===== config.mk =====
export PLATFORM = sky130hd
export DESIGN_NAME = bias_offset_regs
export DESIGN_NICKNAME = d
export VERILOG_FILES = /design/src/rtl/bias_offset_pkg.sv /design/src/rtl/fp32_adder.sv /design/src/rtl/bias_offset_regs.sv
export SDC_FILE = /design/constraint.sdc
export NUM_CORES = 2
export LEC_CHECK = 0
export ABC_AREA = 1
export BUFFER_PORTS_ARGS = -buffer_cell sky130_fd_sc_hd__buf_2
export CORE_MARGIN = 2
export CORE_UTILIZATION = 25
export DETAILED_ROUTE_END_ITERATION = 12
export PLACE_DENSITY = 0.46
export SLEW_MARGIN = 20
export SYNTH_ARGS = -nofsm -noshare
export SYNTH_HDL_FRONTEND = slang
export SYNTH_HIERARCHICAL = 1
export SYNTH_SLANG_ARGS = --single-unit

===== constraint.sdc =====
create_clock -name mclk -period 10.1 [get_ports mclk]
set_input_delay 1.515 -clock mclk [delete_from_list [all_inputs] [get_ports mclk]]
set_output_delay 1.515 -clock mclk [all_outputs]
set_load 0.03 [all_outputs]

===== src/rtl/bias_offset_pkg.sv =====
/*
 * Constants shared by the bias offset register bank and its testbench.
 * Assumes a single 40 MHz clock domain and AXI4-Lite byte addressing.
 */
// Function
// - Enabled accel correction adds each stored accel bias to its axis output.
// - Enabled rate correction adds the stored rate X bias to rate X output.
// - Each bias is four bytes forming one IEEE 754 single-precision value.
// - Bits 31:24 sit at the lowest byte address, bits 7:0 at highest.
// - Accel biases are in g, the same unit as the accel samples.
// - The rate bias is in degrees per second, like the rate samples.
// - Biases decode at 0x40, 0x44, 0x48 and 0x4C on page 0.
// - Every bias register resets to floating-point zero.
// - Every bias register can be saved to and restored from flash.
// - The host can read and write every byte of every bias.
// - Control bit 0 enables accel correction; cleared, accel biases are ignored.
// - Control bit 1 enables rate correction; cleared, rate biases are ignored.
package bias_offset_pkg;

    // ************************************************************
    // Register map
    // ************************************************************
    localparam logic [7:0] ADDR_CONTROL = 8'h3C;
    localparam logic [7:0] ADDR_ACCEL_X = 8'h40;
    localparam logic [7:0] ADDR_ACCEL_Y = 8'h44;
    localparam logic [7:0] ADDR_ACCEL_Z = 8'h48;
    localparam logic [7:0] ADDR_RATE_X = 8'h4C;

    // ************************************************************
    // Register indices, shared by the bus and the flash image port
    // ************************************************************
    localparam logic [2:0] IDX_ACCEL_X = 3'h0;
    localparam logic [2:0] IDX_ACCEL_Y = 3'h1;
    localparam logic [2:0] IDX_ACCEL_Z = 3'h2;
    localparam logic [2:0] IDX_RATE_X = 3'h3;
    localparam logic [2:0] IDX_CONTROL = 3'h4;
    localparam logic [2:0] IDX_NONE = 3'h7;
    localparam int NUM_OFFSETS = 4;
    localparam int NUM_ACCEL = 3;

    // ************************************************************
    // Fields and reset values
    // ************************************************************
    localparam logic [31:0] OFFSET_RESET = 32'h0000_0000;
    localparam logic [1:0] CONTROL_RESET = 2'h0;
    localparam int ACCEL_EN_BIT = 0;
    localparam int RATE_EN_BIT = 1;
    localparam int COMMIT_LANE = 3;
    localparam logic [1:0] RESP_OKAY = 2'h0;
    localparam logic [1:0] RESP_SLVERR = 2'h2;

endpackage


===== src/rtl/fp32_adder.sv =====
/*
 * Combinational single-precision adder used to apply a bias to a sample.
 * Assumes finite operands; infinity or NaN in the larger operand passes
 * through. Denormals flush to zero and the result is truncated.
 */
module fp32_adder (
    // Operands
    input wire logic [31:0] opA,
    input wire logic [31:0] opB,
    // Sum
    output logic [31:0] result
);

    logic bigIsA;
    logic [31:0] big;
    logic [31:0] lesser;
    logic [7:0] expDiff;
    logic [26:0] manBig;
    logic [26:0] manSmall;
    logic [26:0] manShift;
    logic [27:0] manSum;
    logic [27:0] manNorm;
    logic [4:0] lead;
    logic [9:0] expNorm;
    logic sameSign;
    logic underflow;
    logic overflow;

    assign bigIsA = opA[30:0] >= opB[30:0];
    assign big = bigIsA ? opA : opB;
    assign lesser = bigIsA ? opB : opA;
    assign expDiff = big[30:23] - lesser[30:23];
    assign manBig = (big[30:23] == 8'h00) ? 27'h000_0000 : {1'b1, big[22:0], 3'h0};
    assign manSmall = (lesser[30:23] == 8'h00) ? 27'h000_0000 : {1'b1, lesser[22:0], 3'h0};
    assign manShift = (expDiff > 8'h1A) ? 27'h000_0000 : (manSmall >> expDiff);
    assign sameSign = big[31] == lesser[31];
    assign manSum = sameSign ? ({1'b0, manBig} + {1'b0, manShift})
                             : ({1'b0, manBig} - {1'b0, manShift});

    // Position of the leading one; bit 26 is the normal hidden-bit place.
    always_comb begin
        lead = 5'h00;
        for (int i = 0; i < 28; i++) begin
            if (manSum[i]) begin
                lead = i[4:0];
            end
        end
    end

    assign manNorm = (lead == 5'h1B) ? (manSum >> 1) : (manSum << (5'h1A - lead));
    assign expNorm = {2'h0, big[30:23]} + {5'h00, lead} - 10'h01A;
    assign underflow = expNorm[9] || (expNorm == 10'h000);
    assign overflow = !expNorm[9] && (expNorm >= 10'h0FF);

    assign result = (big[30:23] == 8'hFF) ? big :
                    (manSum == 28'h000_0000) ? 32'h0000_0000 :
                    underflow ? {big[31], 31'h0000_0000} :
                    overflow ? {big[31], 8'hFF, 23'h00_0000} :
                    {big[31], expNorm[7:0], manNorm[25:3]};

endmodule


===== src/rtl/bias_offset_regs.sv =====
/*
 * Bias offset register bank with AXI4-Lite slave, sample correction path
 * and a flash image port. Assumes one clock, samples arriving as floats
 * from logic on the same clock, and an outside flash controller.
 */
module bias_offset_regs (
    // Clock and reset
    input wire logic mclk,
    input wire logic resetn,
    // AXI4-Lite write address
    input wire logic [7:0] awaddr,
    input wire logic awvalid,
    output logic awready,
    // AXI4-Lite write data
    input wire logic [31:0] wdata,
    input wire logic [3:0] wstrb,
    input wire logic wvalid,
    output logic wready,
    // AXI4-Lite write response
    output logic [1:0] bresp,
    output logic bvalid,
    input wire logic bready,
    // AXI4-Lite read address
    input wire logic [7:0] araddr,
    input wire logic arvalid,
    output logic arready,
    // AXI4-Lite read data
    output logic [31:0] rdata,
    output logic [1:0] rresp,
    output logic rvalid,
    input wire logic rready,
    // Raw samples
    input wire logic sampleValid,
    input wire logic [31:0] measAccelX,
    input wire logic [31:0] measAccelY,
    input wire logic [31:0] measAccelZ,
    input wire logic [31:0] measRateX,
    // Corrected samples
    output logic corrValid,
    output logic [31:0] corrAccelX,
    output logic [31:0] corrAccelY,
    output logic [31:0] corrAccelZ,
    output logic [31:0] corrRateX,
    // Flash image
    input wire logic restoreValid,
    input wire logic [2:0] restoreIndex,
    input wire logic [31:0] restoreData,
    input wire logic [2:0] backupIndex,
    output logic [31:0] backupData,
    input wire logic saveDone,
    output logic unsaved
);

    // ************************************************************
    // Helpers
    // ************************************************************
    function automatic logic [31:0] byteSwap(input logic [31:0] w);
        return {w[7:0], w[15:8], w[23:16], w[31:24]};
    endfunction

    function automatic logic [2:0] regIndex(input logic [7:0] addr);
        logic [7:0] word;
        word = {addr[7:2], 2'h0};
        case (word)
            bias_offset_pkg::ADDR_ACCEL_X: return bias_offset_pkg::IDX_ACCEL_X;
            bias_offset_pkg::ADDR_ACCEL_Y: return bias_offset_pkg::IDX_ACCEL_Y;
            bias_offset_pkg::ADDR_ACCEL_Z: return bias_offset_pkg::IDX_ACCEL_Z;
            bias_offset_pkg::ADDR_RATE_X: return bias_offset_pkg::IDX_RATE_X;
            bias_offset_pkg::ADDR_CONTROL: return bias_offset_pkg::IDX_CONTROL;
            default: return bias_offset_pkg::IDX_NONE;
        endcase
    endfunction

    // Value byte j takes bus lane 3-j, so the lowest address holds bits 31:24.
    function automatic logic [31:0] mergeBytes(input logic [31:0] old,
                                               input logic [31:0] busWord,
                                               input logic [3:0] strb);
        logic [31:0] swapped;
        logic [31:0] merged;
        swapped = byteSwap(busWord);
        merged = old;
        for (int j = 0; j < 4; j++) begin
            if (strb[3 - j]) begin
                merged[8 * j +: 8] = swapped[8 * j +: 8];
            end
        end
        return merged;
    endfunction

    // ************************************************************
    // Storage
    // ************************************************************
    logic awready_ff;
    logic wready_ff;
    logic bvalid_ff;
    logic [1:0] bresp_ff;
    logic arready_ff;
    logic rvalid_ff;
    logic [1:0] rresp_ff;
    logic [31:0] rdata_ff;
    logic [7:0] awAddr_ff;
    logic [31:0] wData_ff;
    logic [3:0] wStrb_ff;
    logic [31:0] stage_ff [bias_offset_pkg::NUM_OFFSETS];
    logic [31:0] active_ff [bias_offset_pkg::NUM_OFFSETS];
    logic [31:0] corr_ff [bias_offset_pkg::NUM_OFFSETS];
    logic corrValid_ff;
    logic [1:0] control_ff;
    logic [31:0] backupData_ff;
    logic unsaved_ff;
    logic firstCycle_ff;

    // ************************************************************
    // Bus decode
    // ************************************************************
    logic awFire;
    logic wFire;
    logic wrGo;
    logic [2:0] wIdx;
    logic wrMapped;
    logic arFire;
    logic [2:0] rdIdx;
    logic [31:0] rdWord;
    logic [1:0] nxt_control;
    logic nxt_unsaved;
    logic [31:0] backupWord;

    assign awFire = awvalid && awready_ff;
    assign wFire = wvalid && wready_ff;
    // Address and data may arrive in either order; the write fires once both are held.
    assign wrGo = !awready_ff && !wready_ff && !bvalid_ff;
    assign wIdx = regIndex(awAddr_ff);
    assign wrMapped = wIdx != bias_offset_pkg::IDX_NONE;
    assign arFire = arvalid && arready_ff;
    assign rdIdx = regIndex(araddr);
    assign rdWord = (rdIdx == bias_offset_pkg::IDX_CONTROL) ? {30'h0000_0000, control_ff} :
                    !rdIdx[2] ? byteSwap(stage_ff[rdIdx[1:0]]) : 32'h0000_0000;

    assign nxt_control = (restoreValid && restoreIndex == bias_offset_pkg::IDX_CONTROL) ?
                         restoreData[1:0] :
                         (wrGo && wIdx == bias_offset_pkg::IDX_CONTROL && wStrb_ff[0]) ?
                         wData_ff[1:0] : control_ff;
    // A mapped host write in the same cycle as saveDone keeps the flag set.
    assign nxt_unsaved = (wrGo && wrMapped) || (unsaved_ff && !saveDone);
    assign backupWord = (backupIndex == bias_offset_pkg::IDX_CONTROL) ?
                        {30'h0000_0000, control_ff} :
                        !backupIndex[2] ? active_ff[backupIndex[1:0]] : 32'h0000_0000;

    // ************************************************************
    // Bias words
    // ************************************************************
    logic [31:0] nxt_stage [bias_offset_pkg::NUM_OFFSETS];
    logic [31:0] nxt_active [bias_offset_pkg::NUM_OFFSETS];

    // The staged word takes bytes as they come; the applied word follows
    // only when the byte at the highest address lands, so the correction
    // never sees a half-updated float.
    always_comb begin
        logic restHit;
        logic hostHit;
        logic [31:0] merged;
        restHit = 1'b0;
        hostHit = 1'b0;
        merged = 32'h0000_0000;
        for (int i = 0; i < bias_offset_pkg::NUM_OFFSETS; i++) begin
            restHit = restoreValid && (restoreIndex == 3'(i));
            hostHit = wrGo && (wIdx == 3'(i));
            merged = mergeBytes(stage_ff[i], wData_ff, wStrb_ff);
            nxt_stage[i] = restHit ? restoreData : hostHit ? merged : stage_ff[i];
            nxt_active[i] = restHit ? restoreData :
                            (hostHit && wStrb_ff[bias_offset_pkg::COMMIT_LANE]) ?
                            merged : active_ff[i];
        end
    end

    always_ff @(posedge mclk or negedge resetn) begin
        if (!resetn) begin
            for (int i = 0; i < bias_offset_pkg::NUM_OFFSETS; i++) begin
                stage_ff[i] <= bias_offset_pkg::OFFSET_RESET;
                active_ff[i] <= bias_offset_pkg::OFFSET_RESET;
            end
        end else begin
            for (int i = 0; i < bias_offset_pkg::NUM_OFFSETS; i++) begin
                stage_ff[i] <= nxt_stage[i];
                active_ff[i] <= nxt_active[i];
            end
        end
    end

    // ************************************************************
    // AXI4-Lite slave
    // ************************************************************
    always_ff @(posedge mclk or negedge resetn) begin
        if (!resetn) begin
            awready_ff <= 1'b1;
            wready_ff <= 1'b1;
            bvalid_ff <= 1'b0;
            bresp_ff <= bias_offset_pkg::RESP_OKAY;
            awAddr_ff <= 8'h00;
            wData_ff <= 32'h0000_0000;
            wStrb_ff <= 4'h0;
        end else begin
            if (awFire) begin
                awready_ff <= 1'b0;
                awAddr_ff <= awaddr;
            end
            if (wFire) begin
                wready_ff <= 1'b0;
                wData_ff <= wdata;
                wStrb_ff <= wstrb;
            end
            if (wrGo) begin
                bvalid_ff <= 1'b1;
                bresp_ff <= wrMapped ? bias_offset_pkg::RESP_OKAY : bias_offset_pkg::RESP_SLVERR;
            end
            if (bvalid_ff && bready) begin
                bvalid_ff <= 1'b0;
                awready_ff <= 1'b1;
                wready_ff <= 1'b1;
            end
        end
    end

    always_ff @(posedge mclk or negedge resetn) begin
        if (!resetn) begin
            arready_ff <= 1'b1;
            rvalid_ff <= 1'b0;
            rresp_ff <= bias_offset_pkg::RESP_OKAY;
            rdata_ff <= 32'h0000_0000;
        end else if (arFire) begin
            arready_ff <= 1'b0;
            rvalid_ff <= 1'b1;
            rdata_ff <= rdWord;
            rresp_ff <= (rdIdx == bias_offset_pkg::IDX_NONE) ?
                        bias_offset_pkg::RESP_SLVERR : bias_offset_pkg::RESP_OKAY;
        end else if (rvalid_ff && rready) begin
            rvalid_ff <= 1'b0;
            arready_ff <= 1'b1;
        end
    end

    // ************************************************************
    // Control, flash image and status
    // ************************************************************
    always_ff @(posedge mclk or negedge resetn) begin
        if (!resetn) begin
            control_ff <= bias_offset_pkg::CONTROL_RESET;
            unsaved_ff <= 1'b0;
            backupData_ff <= 32'h0000_0000;
            firstCycle_ff <= 1'b1;
        end else begin
            control_ff <= nxt_control;
            unsaved_ff <= nxt_unsaved;
            backupData_ff <= backupWord;
            firstCycle_ff <= 1'b0;
        end
    end

    // ************************************************************
    // Correction path
    // ************************************************************
    logic [31:0] measIn [bias_offset_pkg::NUM_OFFSETS];
    logic [31:0] sumOut [bias_offset_pkg::NUM_OFFSETS];
    logic applyEn [bias_offset_pkg::NUM_OFFSETS];

    assign measIn[0] = measAccelX;
    assign measIn[1] = measAccelY;
    assign measIn[2] = measAccelZ;
    assign measIn[3] = measRateX;

    // Bias and sample share units (g, or degrees per second), so a plain
    // float add applies the correction without scaling.
    for (genvar ch = 0; ch < bias_offset_pkg::NUM_OFFSETS; ch++) begin : g_chan
        assign applyEn[ch] = (ch < bias_offset_pkg::NUM_ACCEL) ?
                             control_ff[bias_offset_pkg::ACCEL_EN_BIT] :
                             control_ff[bias_offset_pkg::RATE_EN_BIT];
        fp32_adder u_add (
            .opA(measIn[ch]),
            .opB(active_ff[ch]),
            .result(sumOut[ch])
        );
    end

    always_ff @(posedge mclk or negedge resetn) begin
        if (!resetn) begin
            corrValid_ff <= 1'b0;
            for (int i = 0; i < bias_offset_pkg::NUM_OFFSETS; i++) begin
                corr_ff[i] <= 32'h0000_0000;
            end
        end else begin
            corrValid_ff <= sampleValid;
            for (int i = 0; i < bias_offset_pkg::NUM_OFFSETS; i++) begin
                if (sampleValid) begin
                    corr_ff[i] <= applyEn[i] ? sumOut[i] : measIn[i];
                end
            end
        end
    end

    // ************************************************************
    // Outputs
    // ************************************************************
    assign awready = awready_ff;
    assign wready = wready_ff;
    assign bvalid = bvalid_ff;
    assign bresp = bresp_ff;
    assign arready = arready_ff;
    assign rvalid = rvalid_ff;
    assign rresp = rresp_ff;
    assign rdata = rdata_ff;
    assign corrValid = corrValid_ff;
    assign corrAccelX = corr_ff[0];
    assign corrAccelY = corr_ff[1];
    assign corrAccelZ = corr_ff[2];
    assign corrRateX = corr_ff[3];
    assign backupData = backupData_ff;
    assign unsaved = unsaved_ff;
endmodule


Word-level counts from Yosys, hierarchy flattened

Index checks and enable logic that the tools add are counted.
Widths: inputs -> output; s select.

Register bits after elaboration: 505
Input port bits: 228
Output and inout port bits: 203
Logic and storage cells: 395

Add/subtract/negate cells: 24
Order comparisons: 14
Eq/ne operators: 34
Shifts and indexed selects: 8
Mux-type cells: 214
Bitwise operators: 2
Reductions and logical operators: 72

Operator list:

| operator              | number |
|---|---|
| $mux 32               | 44 |
| $mux 5                | 104 |
| $mux 27               | 12 |
| $mux 31               | 8 |
| $bmux 32 s2           | 2 |
| $mux 8                | 16 |
| $ge 31x31->1          | 4 |
| $add 27x27->28        | 4 |
| $logic_not 28->1      | 4 |
| $mux 28               | 4 |
| $shl 28x5->26         | 4 |
| $sub 27x27->28        | 4 |
| $shr 27x8->27         | 4 |
| $mux 26               | 4 |
| $logic_not 8->1       | 8 |
| $eq 6x5->1 const B    | 8 |
| $ge 10x8->1 const B   | 4 |
| $logic_not 10->1      | 4 |
| $sub 10x5->10 const B | 4 |
| $add 8x5->9           | 4 |
| $eq 8x8->1 const B    | 4 |
| $gt 8x5->1 const B    | 4 |
| $sub 8x8->8           | 4 |
| $pmux 3 s5            | 2 |
| other kinds (17)      | 104 |

Longest topological paths before layout

Depth after elaboration: 44
Gate-level depth with buffers: 92
Gate-level depth less buffers: 91

Cells and area by module

The synthesis kept the hierarchy.

By module, submodules not included:

| module                           | instances | cells an instance | area an instance (um2) | sequential area each (um2) |
|---|---|---|---|---|
| bias_offset_regs                 | 1         | 2995              | 23792.8                | 12540.8 |
| fp32_adder (g_chan[2].u_add ...) | 2         | 1563              | 8087.8                 | 0.0 |
| fp32_adder (g_chan[1].u_add)     | 1         | 1559              | 8082.8                 | 0.0 |
| fp32_adder (g_chan[0].u_add)     | 1         | 1575              | 7906.3                 | 0.0 |

Worst setup path before layout

OpenSTA, ideal clock, no wires.

Kind: input port to flip-flop
Start: in measAccelZ[26]
End: reg corr_ff (netlist bit corrAccelZ[14])
Library setup time: 0.135 ns
Arrival: 11.612 ns
Data required time: 9.965 ns
Setup slack: -1.647 ns
Stages: 86
Buffers on the path: 5
Path through: ha_1 > nand2_1 > inv_2 > nand2_1 > nor2_1 > nor2_1 > nand2_1 > nor2_2 > buf_4 > nand3_1 > nand2_1 > nand2_1 > ha_1 > inv_1 > nand2_1 > nand2_1 > nand3_1 > nand2_1 > [50 not listed] > a21o_1 > a21oi_1 > or2_2 > nand2_1 > a21oi_1 > xor2_1 > nand4_1 > o311ai_2 > inv_2 > nand2_2 > nor2_4 > clkinv_2 > buf_4 > a21oi_1 > nand2_1 > o21ai_0 > nand2_1 > a31oi_1

RTL lines:

| item                          | RTL line                | source |
|---|---|---|
| start, declared               | bias_offset_regs.sv:36  | `input wire logic [31:0] measAccelZ,` |
| end signal, assigned by index | bias_offset_regs.sv:294 | `corr_ff[i] <= applyEn[i] ? sumOut[i] : measIn[i];` |
| end, declared                 | bias_offset_regs.sv:106 | `logic [31:0] corr_ff [bias_offset_pkg::NUM_OFFSETS];` |

==> results summary <==
The flow ran to the end, but the final reports show violations. The checks that failed: negative setup slack. The multiplexer fraction of the synthesized cell area is 0.906%.

The total number of nets in the final design is 11.9k. The number of buffers created by CTS is 71. For the pin with the worst max-slew slack, the measured transition is 1.14 ns. The gate count of the mapped netlist is 9255.

The fraction of the yosys area taken by sequential cells is 22.4%. The maximum clock rate came out at 0.0868 GHz. The synthesized netlist devotes 39.0% of its cell area to simple gates. The final worst-path setup slack came out at -1.43 ns. The count of nets left with antenna violations once routing finished came out at 0. Counting flops with an async set or reset pin after synthesis yields a share of 100%. The placed cell area is 76300 um2. After synthesis, the largest family of logic cells by area is simple AND/OR/NAND/NOR gates. The H-tree depth is 3. After detailed routing, the number of remaining DRC violations is 0.

Clock latency on the worst-skew pair, taken at its later pin, is 0.74 ns. The die is 477 um wide. On the final layout, the worst hold slack is 0.473 ns. The number of global-route vias before repair was 68.1k. Detailed placement finished with a half-perimeter wire length of 247 mm.

The flip-flop and latch count after synthesis came out at 501. The critical path's slowest cell is sky130_fd_sc_hd__fa_2. Fill cells in the final layout number 24.1k.

STA classifies the critical path startpoint as an input pin. Among all flip-flop cells after synthesis, the most frequent one is sky130_fd_sc_hd__dfrtp_1. The total length of routed wires is 305 mm. The worst pin sits at a relative slew slack of 23.7%. The cell family contributing the most delay on the critical path is compound AO/OA/AOI/OAI gates. The number of rows in the core area is 173. The path class of the tightest hold or removal check is flop to flop. The post-synthesis instance area came out at 56000 um2. The count of endpoints failing hold in the final timing report came out at 0. Of the cells placed in the final design, the portion with a size suffix greater than 1 is 32.4%.

The area fraction in compound gates after synthesis came out at 16.4%. The number of vias per cell after detailed routing is 4.93. The length of routed wiring on met1 came out at 134 mm. Of the total synthesized cell area, the portion taken by XOR and XNOR cells is 3.40%. The number of unique standard cell types used by synthesis is 79.

With fillers left out, the area of the finished cells amounts to 83100 um2. The total of max-cap violations is 0. The cell with the most instances on the worst path is sky130_fd_sc_hd__inv_2. A synthesized cell averages 6.05 um2.

The aggregate global routing overflow is 0. In this run the tool buffered the top-level ports with 424 buffer cells. The final period utilization came out at 114%. Dividing the detail-routed wire length by the instance count gives 21.2 um. The cell at the root of the clock tree is sky130_fd_sc_hd__clkbuf_16. Clock skew on the completed layout was measured at 0.0722 ns. The count of boundary I/O pins came out at 431. Data on the critical path is required at its endpoint by 10.68 ns. The number of sinks handled by clock tree synthesis came out at 501. The die covers 228000 um2. The data arrival time of the critical path came out at 12.10 ns.

The minimum clock period is 11.53 ns. After detailed routing, no signal wire sits above met4. The routability congestion estimate from global placement came out at 0.957. Setup repair after global routing could not meet its margin everywhere. The number of antenna violations at the first check in global routing is 30.

The largest net degree at the start of global routing is 207. The worst setup path is captured at a flop. The most common library cell in the layout ignoring fill and taps is sky130_fd_sc_hd__nand2_1.

The number of enable-type register cells in the synthesized netlist came out at 0. In the global route stage, overall resource usage came out at 25.8%. The routed via count is 71.0k.

The routed design uses 136 mm of met2 wire. Counting both buffers and inverters, the worst setup path holds a total of 17. The number of slew-limit violations in the final report is 0. Wire segments on met3 add up to 16.7 mm in the final route. The clock transition at the registers of the reported paths came out at 0.06 ns.

The largest single stage delay on the critical path is 0.38 ns. In the layout the commonest cells are sky130_fd_sc_hd__nand2_1, sky130_fd_sc_hd__buf_4, sky130_fd_sc_hd__nand3_1, sky130_fd_sc_hd__inv_1, sky130_fd_sc_hd__nor2_1. The global-route wire length before repair came out at 445 mm. The type of the worst setup path is input pin to flop. During synthesis, Yosys emitted a total of 6 warnings. The area of the core is 222000 um2. The count of final setup violators is 124.

After Yosys synthesis, full adders, half adders and majority gates account for 6.82% of the synthesized area. TritonCTS built the clock tree. The final core area utilization came out at 37.4%. Relative to the synthesized area, the layout overhead comes to 48.4%. Of all nets on the critical path, the largest fanout is 7. The effective utilization at floorplan is 25.2%. Before antenna repair, the detailed router went through 7 iterations. The worst-case clock buffer depth is 3. The iteration-0 DRC count of the detailed router came out at 5809. The chip height came out at 477 um. The summed negative setup slack over all endpoints came out at -129.04 ns.
-- cells by family (layout without fill, tap and decap cells) --
group,count (synthesis),after routing
AND/OR/NAND/NOR,5041,5041
AO/OA/AOI/OAI,1653,1653
buffers and inverters,1501,3651
flip-flops,501,501
adder cells (fa/ha/maj),300,300
XOR/XNOR,212,212
multiplexers,46,46
other,1,17
-- state kept, by name, summed over array words and instances (netlist names), 2 cells and up --
signal	cells
corrAccelZ	32
backupData	32
rdata	32
corrAccelY	32
wStrb_ff	4
awAddr_ff	6
wData_ff	32
corrRateX	32
stage_ff	128
corrAccelX	32
control_ff	2
active_ff	128
-- routing by layer --
layer,vias to the layer above,global-route usage [%]
met5,-,0
met4,0,12.5
met3,427,3.06
met2,2255,41.3
met1,33600,34.2
li1,34700,-
-- worst register-to-register path, delay by kind of cell (launching register included) --
kind | cells | cell delay (ns)
compound gates | 23 | 3.49
xor+xnor | 3 | 0.49
fa+ha+maj | 5 | 1.48
buf+inv | 17 | 1.95
flops | 1 | 0.38
simple gates | 37 | 3.54
-- cell usage after synthesis, types with 26 or more instances --
cell type                     n  area share [%]
sky130_fd_sc_hd__a21oi_1    395             3.5
sky130_fd_sc_hd__a31oi_1    179             2.0
sky130_fd_sc_hd__buf_1       43            0.29
sky130_fd_sc_hd__buf_2      142             1.3
sky130_fd_sc_hd__buf_4       44            0.59
sky130_fd_sc_hd__buf_6       30            0.60
sky130_fd_sc_hd__clkbuf_1   242             1.6
sky130_fd_sc_hd__dfrtp_1    498              22
sky130_fd_sc_hd__ha_1       292             6.5
sky130_fd_sc_hd__inv_1      901             6.0
sky130_fd_sc_hd__inv_2       81            0.54
sky130_fd_sc_hd__mux2_2      37            0.74
sky130_fd_sc_hd__nand2_1   2639              18
sky130_fd_sc_hd__nand2_2     52            0.58
sky130_fd_sc_hd__nand3_1   1307              12
sky130_fd_sc_hd__nand3b_1    27            0.36
sky130_fd_sc_hd__nand4_1     68            0.76
sky130_fd_sc_hd__nor2_1     731             4.9
sky130_fd_sc_hd__nor3_1      53            0.47
sky130_fd_sc_hd__o211ai_1    66            0.89
sky130_fd_sc_hd__o21ai_0    682             6.1
sky130_fd_sc_hd__o21ai_1    200             1.8
sky130_fd_sc_hd__or2_2       32            0.36
sky130_fd_sc_hd__xnor2_1     26            0.41
sky130_fd_sc_hd__xor2_1     180             2.8
-- area by class of cell --
| class | count | area (um2) | share of cell area [%] |
|---|---|---|---|
| timing repair buffer | 2521 | 19200 | 23.2 |
| timing repair inverter | 5 | 60.1 | 0.0723 |
| antenna | 15 | 37.5 | 0.0452 |
| clock inverter | 30 | 445 | 0.536 |
| multi-input combinational | 7254 | 41200 | 49.6 |
| sequential | 501 | 12500 | 15.1 |
| inverter | 1000 | 3850 | 4.64 |
| clock buffer | 95 | 1990 | 2.39 |
| tap | 2975 | 3720 | 4.48 |
-- timing repair --
item,in CTS,in global routing
endpoints found under the hold margin,0,0
resized for setup,359,336
hold buffers,0,0
buffers inserted,124,44
setup endpoints to repair,124,127
gates cloned,6,4
pin swaps,242,237
-- worst paths after layout --
path / startpoint / endpoint / slack (ns) / depth (start not counted)
worst max register to register: active_ff[10] / corrRateX[6] / -1.31 / 85
worst max-delay path: measRateX[30] / corrRateX[6] / -1.43 / 83
min in group asynchronous: resetn / corrAccelY[4] / 0.75 / 1
worst min-delay path: rdata[15] / rdata[15] / 0.47 / 2
max in group asynchronous: resetn / corrAccelX[19] / 7.18 / 3
worst min register to register: rdata[15] / rdata[15] / 0.47 / 2
-- stage by stage --
| stage | worst slack, ns | std cells |
|---|---|---|
| floorplan | -1.04 | 9256 |
| global placement | -2.48 | 14100 |
| detailed placement | -2.53 | 14100 |
| CTS | -1.20 | 14300 |
| global route | -2.22 | 14400 |
| finish | -1.43 | 14400 |
Power is left out: the tool's default activity adds up to more than one toggle a clock period on the data nets, which glitch-free logic cannot reach.
